## config.mk

```make
export PLATFORM = sky130hd
export DESIGN_NAME = arc_top
export DESIGN_NICKNAME = d
export VERILOG_FILES = /design/src/common/arc_pkg.sv /design/src/common/arc_cfg_if.sv /design/src/rtl/arc_regs.sv /design/src/rtl/arc_top.sv
export SDC_FILE = /design/constraint.sdc
export NUM_CORES = 1
export LEC_CHECK = 0
export BUFFER_PORTS_ARGS = -buffer_cell sky130_fd_sc_hd__buf_2
export CAP_MARGIN = 40
export CORE_MARGIN = 3
export CORE_UTILIZATION = 40
export CTS_BUF_LIST = sky130_fd_sc_hd__clkbuf_4 sky130_fd_sc_hd__clkbuf_8 sky130_fd_sc_hd__clkbuf_16
export DETAILED_ROUTE_END_ITERATION = 10
export HOLD_SLACK_MARGIN = 0.05
export PLACE_DENSITY = 0.66
export SYNTH_ARGS = -nofsm -noshare
export SYNTH_HDL_FRONTEND = slang
export SYNTH_SLANG_ARGS = --single-unit
```

## constraint.sdc

```tcl
create_clock -name mclk_i -period 1.2 [get_ports mclk_i]
set_input_delay 0.12 -clock mclk_i [delete_from_list [all_inputs] [get_ports mclk_i]]
set_output_delay 0.12 -clock mclk_i [all_outputs]
set_load 0.1 [all_outputs]
```

## src/common/arc_pkg.sv

```systemverilog
// package: constants and types of the analog reference control block
package arc_pkg;
    localparam logic [7:0] ADDR_REGULATOR_CONTROL = 8'hC9;
    localparam logic [7:0] ADDR_REFERENCE_CONTROL = 8'hD1;
    localparam logic [7:0] RST_REGULATOR_CONTROL = 8'h00;
    localparam logic [7:0] RST_REFERENCE_CONTROL = 8'h00;
    localparam logic [7:0] REF_CTRL_IMPL_MASK = 8'h9F;
    localparam int BIT_REF_BUFFER_GAIN_SEL = 7;
    localparam int BIT_REGULATOR_REF_OVERRIDE = 4;
    localparam int BIT_REF_SOURCE_SEL = 3;
    localparam int BIT_TEMP_SENSOR_EN = 2;
    localparam int BIT_ANALOG_BIAS_EN = 1;
    localparam int BIT_REF_BUFFER_DRIVE_EN = 0;
    localparam int BIT_STOP_POWER_CFG = 3;
    localparam int NUM_RESET_SRC = 4;
    typedef enum logic [1:0] {
        ARC_SRC_VREF_PIN,
        ARC_SRC_VDD,
        ARC_SRC_REGULATOR
    } arc_ref_src_t;
endpackage

```

## src/common/arc_cfg_if.sv

```systemverilog
// interface: control register contents passed from storage to logic
`timescale 1ns/100ps
interface arc_cfg_if;
    logic [7:0] reference_control;
    logic [7:0] regulator_control;
    modport owner (output reference_control, output regulator_control);
    modport user (input reference_control, input regulator_control);
endinterface

```

## src/rtl/arc_regs.sv

```systemverilog
// module: storage of the two control registers
`timescale 1ns/100ps
module arc_regs (
    input wire logic mclk_i,
    input wire logic rst_i,
    input wire logic wr_i,
    input wire logic [7:0] addr_i,
    input wire logic [7:0] wdata_i,
    arc_cfg_if.owner cfg
);
    import arc_pkg::*;

    logic [7:0] ref_q;
    logic [7:0] reg_q;

    always_ff @(posedge mclk_i or posedge rst_i) begin
        if (rst_i) begin
            ref_q <= RST_REFERENCE_CONTROL;
        end else if (wr_i && addr_i == ADDR_REFERENCE_CONTROL) begin
            ref_q <= wdata_i & REF_CTRL_IMPL_MASK;
        end
    end

    always_ff @(posedge mclk_i or posedge rst_i) begin
        if (rst_i) begin
            reg_q <= RST_REGULATOR_CONTROL;
        end else if (wr_i && addr_i == ADDR_REGULATOR_CONTROL) begin
            reg_q <= wdata_i;
        end
    end

    assign cfg.reference_control = ref_q;
    assign cfg.regulator_control = reg_q;
endmodule

```

## src/rtl/arc_top.sv

```systemverilog
// module: analog reference and regulator control, top level
`timescale 1ns/100ps
module arc_top (
    input wire logic mclk_i,
    input wire logic rst_i,
    input wire logic [7:0] sfr_addr_i,
    input wire logic sfr_wr_i,
    input wire logic sfr_rd_i,
    input wire logic [7:0] sfr_wdata_i,
    input wire logic stop_enter_i,
    input wire logic bias_need_i,
    input wire logic [arc_pkg::NUM_RESET_SRC-1:0] reset_src_i,
    input wire logic reset_pin_i,
    output logic [7:0] sfr_rdata_o,
    output arc_pkg::arc_ref_src_t ref_source_o,
    output logic ref_gain_unity_o,
    output logic temp_sensor_en_o,
    output logic analog_bias_en_o,
    output logic ref_buffer_drive_en_o,
    output logic regulator_on_o,
    output logic stop_active_o,
    output logic reset_req_o
);
    import arc_pkg::*;

    arc_cfg_if cfg_bus ();

    arc_regs u_regs (
        .mclk_i (mclk_i),
        .rst_i (rst_i),
        .wr_i (sfr_wr_i),
        .addr_i (sfr_addr_i),
        .wdata_i (sfr_wdata_i),
        .cfg (cfg_bus.owner)
    );

    logic [7:0] rc;
    logic stop_cfg;
    logic pin_meta_q;
    logic pin_sync_q;
    logic wake_d;
    arc_ref_src_t src_d;

    assign rc = cfg_bus.reference_control;
    assign stop_cfg = cfg_bus.regulator_control[BIT_STOP_POWER_CFG];

    // reset pin synchroniser
    always_ff @(posedge mclk_i or posedge rst_i) begin
        if (rst_i) begin
            pin_meta_q <= 1'b0;
            pin_sync_q <= 1'b0;
        end else begin
            pin_meta_q <= reset_pin_i;
            pin_sync_q <= pin_meta_q;
        end
    end

    // read back
    always_ff @(posedge mclk_i or posedge rst_i) begin
        if (rst_i) begin
            sfr_rdata_o <= 8'h00;
        end else if (sfr_rd_i) begin
            case (sfr_addr_i)
                ADDR_REFERENCE_CONTROL: sfr_rdata_o <= rc;
                ADDR_REGULATOR_CONTROL:
                    sfr_rdata_o <= cfg_bus.regulator_control;
                default: sfr_rdata_o <= 8'h00;
            endcase
        end
    end

    // reference source selection
    always_comb begin
        if (rc[BIT_REGULATOR_REF_OVERRIDE]) begin
            src_d = ARC_SRC_REGULATOR;
        end else if (rc[BIT_REF_SOURCE_SEL]) begin
            src_d = ARC_SRC_VDD;
        end else begin
            src_d = ARC_SRC_VREF_PIN;
        end
    end

    // analog enables
    always_ff @(posedge mclk_i or posedge rst_i) begin
        if (rst_i) begin
            ref_source_o <= ARC_SRC_VREF_PIN;
            ref_gain_unity_o <= 1'b0;
            temp_sensor_en_o <= 1'b0;
            analog_bias_en_o <= 1'b0;
            ref_buffer_drive_en_o <= 1'b0;
        end else begin
            ref_source_o <= src_d;
            ref_gain_unity_o <= rc[BIT_REF_BUFFER_GAIN_SEL];
            temp_sensor_en_o <= rc[BIT_TEMP_SENSOR_EN];
            analog_bias_en_o <= rc[BIT_ANALOG_BIAS_EN]
                | bias_need_i;
            ref_buffer_drive_en_o <= rc[BIT_REF_BUFFER_DRIVE_EN];
        end
    end

    // wake decision: regulator off leaves only the pin
    always_comb begin
        if (stop_active_o && stop_cfg) begin
            wake_d = pin_sync_q;
        end else begin
            wake_d = pin_sync_q | (|reset_src_i);
        end
    end

    // stop state and reset request
    always_ff @(posedge mclk_i or posedge rst_i) begin
        if (rst_i) begin
            stop_active_o <= 1'b0;
            reset_req_o <= 1'b0;
        end else begin
            reset_req_o <= wake_d;
            if (wake_d) begin
                stop_active_o <= 1'b0;
            end else if (stop_enter_i) begin
                stop_active_o <= 1'b1;
            end
        end
    end

    // regulator power
    always_ff @(posedge mclk_i or posedge rst_i) begin
        if (rst_i) begin
            regulator_on_o <= 1'b1;
        end else begin
            regulator_on_o <= !(stop_active_o && stop_cfg && !wake_d) ||
                !stop_active_o && !stop_enter_i;
        end
    end

    a_gain_follows: assert property (
        @(posedge mclk_i) disable iff (rst_i)
        ##1 ref_gain_unity_o == $past(rc[BIT_REF_BUFFER_GAIN_SEL]))
        else $error("buffer gain does not follow register");

    a_unused_zero: assert property (
        @(posedge mclk_i) disable iff (rst_i)
        sfr_rd_i && sfr_addr_i == ADDR_REFERENCE_CONTROL
        |=> sfr_rdata_o[6:5] == 2'b00)
        else $error("unused reference bits read nonzero");

    a_unused_store: assert property (
        @(posedge mclk_i) disable iff (rst_i)
        rc[6:5] == 2'b00)
        else $error("unused reference bits stored");

    a_override_src: assert property (
        @(posedge mclk_i) disable iff (rst_i)
        rc[BIT_REGULATOR_REF_OVERRIDE] |=> ref_source_o == ARC_SRC_REGULATOR)
        else $error("override did not select regulator");

    a_select_src: assert property (
        @(posedge mclk_i) disable iff (rst_i)
        !rc[BIT_REGULATOR_REF_OVERRIDE] |=> ref_source_o ==
        ($past(rc[BIT_REF_SOURCE_SEL]) ? ARC_SRC_VDD : ARC_SRC_VREF_PIN))
        else $error("reference select mismatch");

    a_temp_enable: assert property (
        @(posedge mclk_i) disable iff (rst_i)
        $rose(rc[BIT_TEMP_SENSOR_EN]) |=> temp_sensor_en_o)
        else $error("temperature sensor not enabled");

    a_bias_enable: assert property (
        @(posedge mclk_i) disable iff (rst_i)
        !rc[BIT_ANALOG_BIAS_EN] && !bias_need_i |=> !analog_bias_en_o)
        else $error("bias on without cause");

    a_bias_auto: assert property (
        @(posedge mclk_i) disable iff (rst_i)
        bias_need_i |=> analog_bias_en_o)
        else $error("bias not forced by peripheral");

    a_buf_drive: assert property (
        @(posedge mclk_i) disable iff (rst_i)
        ##1 ref_buffer_drive_en_o == $past(rc[BIT_REF_BUFFER_DRIVE_EN]))
        else $error("buffer drive mismatch");

    a_stop_any_src: assert property (
        @(posedge mclk_i) disable iff (rst_i)
        stop_active_o && !stop_cfg && (|reset_src_i) |=> reset_req_o)
        else $error("enabled source failed to reset");

    a_reg_on_stop: assert property (
        @(posedge mclk_i) disable iff (rst_i)
        stop_active_o && !stop_cfg |=> regulator_on_o)
        else $error("regulator shut down with stop config clear");

    a_stop_pin_only: assert property (
        @(posedge mclk_i) disable iff (rst_i)
        stop_active_o && stop_cfg && !pin_sync_q |=> !reset_req_o)
        else $error("reset escaped with regulator off");

    a_reg_off_stop: assert property (
        @(posedge mclk_i) disable iff (rst_i)
        stop_active_o && stop_cfg && !wake_d |=> !regulator_on_o)
        else $error("regulator left on in stop");

    a_reset_clear: assert property (
        @(posedge mclk_i)
        $fell(rst_i) |-> rc == 8'h00 && stop_cfg == 1'b0)
        else $error("registers not cleared by reset");

    c_stop_wake_pin: cover property (@(posedge mclk_i) disable iff (rst_i)
        stop_active_o && stop_cfg ##1 reset_req_o);
    c_stop_wake_src: cover property (@(posedge mclk_i) disable iff (rst_i)
        stop_active_o && !stop_cfg && (|reset_src_i) ##1 reset_req_o);
    c_override: cover property (@(posedge mclk_i) disable iff (rst_i)
        ref_source_o == ARC_SRC_REGULATOR);
    c_vdd: cover property (@(posedge mclk_i) disable iff (rst_i)
        ref_source_o == ARC_SRC_VDD);
    c_reg_off: cover property (@(posedge mclk_i) disable iff (rst_i)
        stop_active_o && !regulator_on_o);
endmodule

```

==> metrics.md <==
| Metric | Value |
|---|---|
| Status | `finished, final reports clean` |
| Metal2 WL | `1300 um` |
| #FFs+latches synth | `33` |
| Final Skew | `0.003180 ns` |
| Critical path arrival | `1.05 ns` |
| Max cap viols | `0` |
| Post-DP HPWL | `1957 um` |
| First-pass GRT wire length | `4222 um` |
| CP cell instances | `buf_12` |
| CP bufs+invs | `1` |
| Final Hold Vio Count | `0` |
| Dominant synthesized flop cell | `dfrtp_1` |
| CTS Buf Count | `5` |
| RSZ-0062 raised after global routing | `true` |
| Critical R2R Launch | `pin_sync_q` |
| Worst skew pair latency | `0.33 ns` |
| Initial antenna violation count | `0` |
| Number of top-level pins | `44` |
| Clk root buf | `clkbuf_4` |
| Initial Utilization | `42.90%` |
| Core area | `0.003103 sq mm` |
| PD cells | `1106 mW/mm^2` |
| Min Clock Period, post-route | `1.173 ns` |
| Die X | `63.69 um` |
| DRC Markers | `0` |
| Htree depth | `2` |
| Worst Setup Start Kind | `flop` |
| Max Fclk | `852.6 MHz` |
| Setup TNS | `0 ns` |
| Kind of cell adding the most delay to the critical path | `flip-flops` |
| Top sig layer | `met4` |
| Setup ws final | `0.02715 ns` |
| Cell variety after synth | `24` |
| Clock-pin slew of the registers on the worst-case setup and hold paths | `0.09 ns` |
| Number of synthesized flops with an enable pin | `0` |
| Worst Hold End | `reset_req_o` |
| Slowest CP cell | `dfstp_2` |
| Post-Syn Area | `0.001331 sq mm` |
| Dpl ws | `-0.1122 ns` |
| Die area | `0.004056 sq mm` |
| Sequential-to-total area share from yosys stat | `62.12%` |
| Cell count after synthesis | `90` |
| ANT nets after route | `0` |
| Crit. Startpoint | `regulator_on_o` |
| Vias in the first global route | `888` |
| Met3 WL | `145 um` |
| P&R area growth vs syn | `44.74%` |
| Maximum vdd drop | `0.6147 mV` |
| Rel. slew slack | `74.34%` |
| Post-synth top cells | `dfrtp_1, mux2_4, nand2_1, a22oi_1, o31ai_1` |
| Hold Path Class | `in2reg` |
| Avg Inst Size Synth | `14.79 sq um` |
| Async SR Flop Fraction | `100.0%` |
| Pin count of the biggest net entering global routing | `17` |
| FP Rows | `20` |
| IO buf count | `43` |
| Post-CTS setup buffers | `0` |
| Slew @ Worst Pin | `0.3845 ns` |
| R2r endpoint | `stop_active_o` |
| HP Start | `reset_src_i[2]` |
| Crit Path Class | `reg2out` |
| Required time worst endpoint | `1.08 ns` |
| Top-count cell post-synth | `dfrtp_1` |
| Final period utilization | `97.74%` |
| # setup viols final | `0` |
| Slowest stage delay, CP | `0.55 ns` |
| Dominant cell type by area after synthesis | `dfrtp_1` |
| CTS tree | `yes` |
| Reg2reg path depth | `3` |
| Area share of the largest cell type after synthesis | `60.15%` |
| Hold depth | `3` |
| Syn nets | `117` |
| Largest fanout on the critical path | `1` |
| CP endpoint kind | `output pin` |
| Die height | `63.69 um` |
| CTS max path bufs | `2` |
| Routed wire length | `2613 um` |
| Leakage | `0.9566 nW` |
| GRT overflow | `0` |
| Reg2reg setup slack | `0.08 ns` |
| Via count | `930` |
| Top post-synthesis cells by area | `dfrtp_1, mux2_4, a22oi_1` |
| Max-slew violations | `0` |
| Synth warnings | `0` |
| WL met1 | `1111 um` |
| First-pass DRT Iterations | `4` |
| Post-DR vias/cell | `4.650` |
| Antenna cell count | `0` |
| Placer Congestion | `0.7260` |
| Layout cells sized above 1 | `49.36%` |
| Clk sinks | `33` |
| GR Util All Layers | `14.25%` |
| DRT iter0 DRCs | `27` |
| DR WL/cell | `13.07 um` |
| Final net count | `182` |
repair_timing:
item	CTS	global route
endpoints found under the setup margin	11	1
resized for setup	11	0
hold buffers	14	0
gates cloned	0	0
hold endpoints to repair	44	0
report_power, final:
| group | total (mW) | switching, mW | internal [mW] |
|---|---|---|---|
| clock network | 0.679 | 0.345 | 0.334 |
| logic | 0.282 | 0.157 | 0.126 |
| registers | 1.17 | 0.0217 | 1.15 |
registers in the layout (all words and copies together) (netlist names):
signal,cells
analog_bias_en_o,1
pin_meta_q,1
pin_sync_q,1
ref_buffer_drive_en_o,1
ref_gain_unity_o,1
ref_source_o,2
regulator_on_o,1
reset_req_o,1
sfr_rdata_o,8
stop_active_o,1
temp_sensor_en_o,1
u_regs.cfg.reference_control,6
u_regs.cfg.regulator_control,8
layout by cell type (no fill, tap or decap), types with 6 or more instances in the layout:
master          n
a22oi_1         6
buf_12          6
buf_4          15
clkbuf_4        7
nand2_1         9
buf_2          26
dfrtp_1        31
mux2_4         14
o31ai_1         6
dlygate4sd3_1  14
final cells by class:
class,instances,area [sq um]
clock buffer,8,66.31
fill,270,1176
inverter,2,7.507
multi-input combinational,52,466.7
sequential,33,828.3
tap,44,55.05
timing repair buffer,61,503.0
layer usage:
metal | vias up | GRT usage (%)
met5 | - | 0
met4 | 0 | 6.469
met3 | 6 | 5.882
met2 | 26 | 21.51
met1 | 444 | 17.76
li1 | 454 | -
kinds of logic after synthesis:
kind of cell	share of synthesized area [%]
and+or+nand+nor	11.19
DFF	62.12
buffers and inverters	2.819
AOI/OAI and AO/OA	8.082
muxes	15.79
worst max path at each step:
| stage | end | slack [ns] | cells past startpoint |
|---|---|---|---|
| 2_1_floorplan | u_regs.cfg.reference_control[0] | 0.007 | 4 |
| 3_3_place_gp | u_regs.cfg.reference_control[1] | -0.09 | 4 |
| 3_5_place_dp | u_regs.cfg.reference_control[2] | -0.11 | 4 |
| 4_1_cts | regulator_on_o | 0.01 | 1 |
| 5_1_grt | regulator_on_o | -0.02 | 1 |
| 6_report | regulator_on_o | 0.03 | 1 |
metrics by stage:
stage / util, % / cells / hold WS, ns / cell area (sq um) / power [mW]
final: 62.10 / 200 / 0.1132 / 1927 / 2.131
after detailed placement: 54.56 / 178 / 0.07331 / 1693 / 1.435
after floorplan: - / 90 / 0.1514 / 1333 / 1.349
after CTS: 62.10 / 200 / 0.09905 / 1927 / 2.152
after global routing: 62.10 / 200 / 0.1078 / 1927 / 2.226
after global placement: 54.56 / 178 / 0.06431 / 1693 / 1.429
Power figures use the tool's default switching activity.
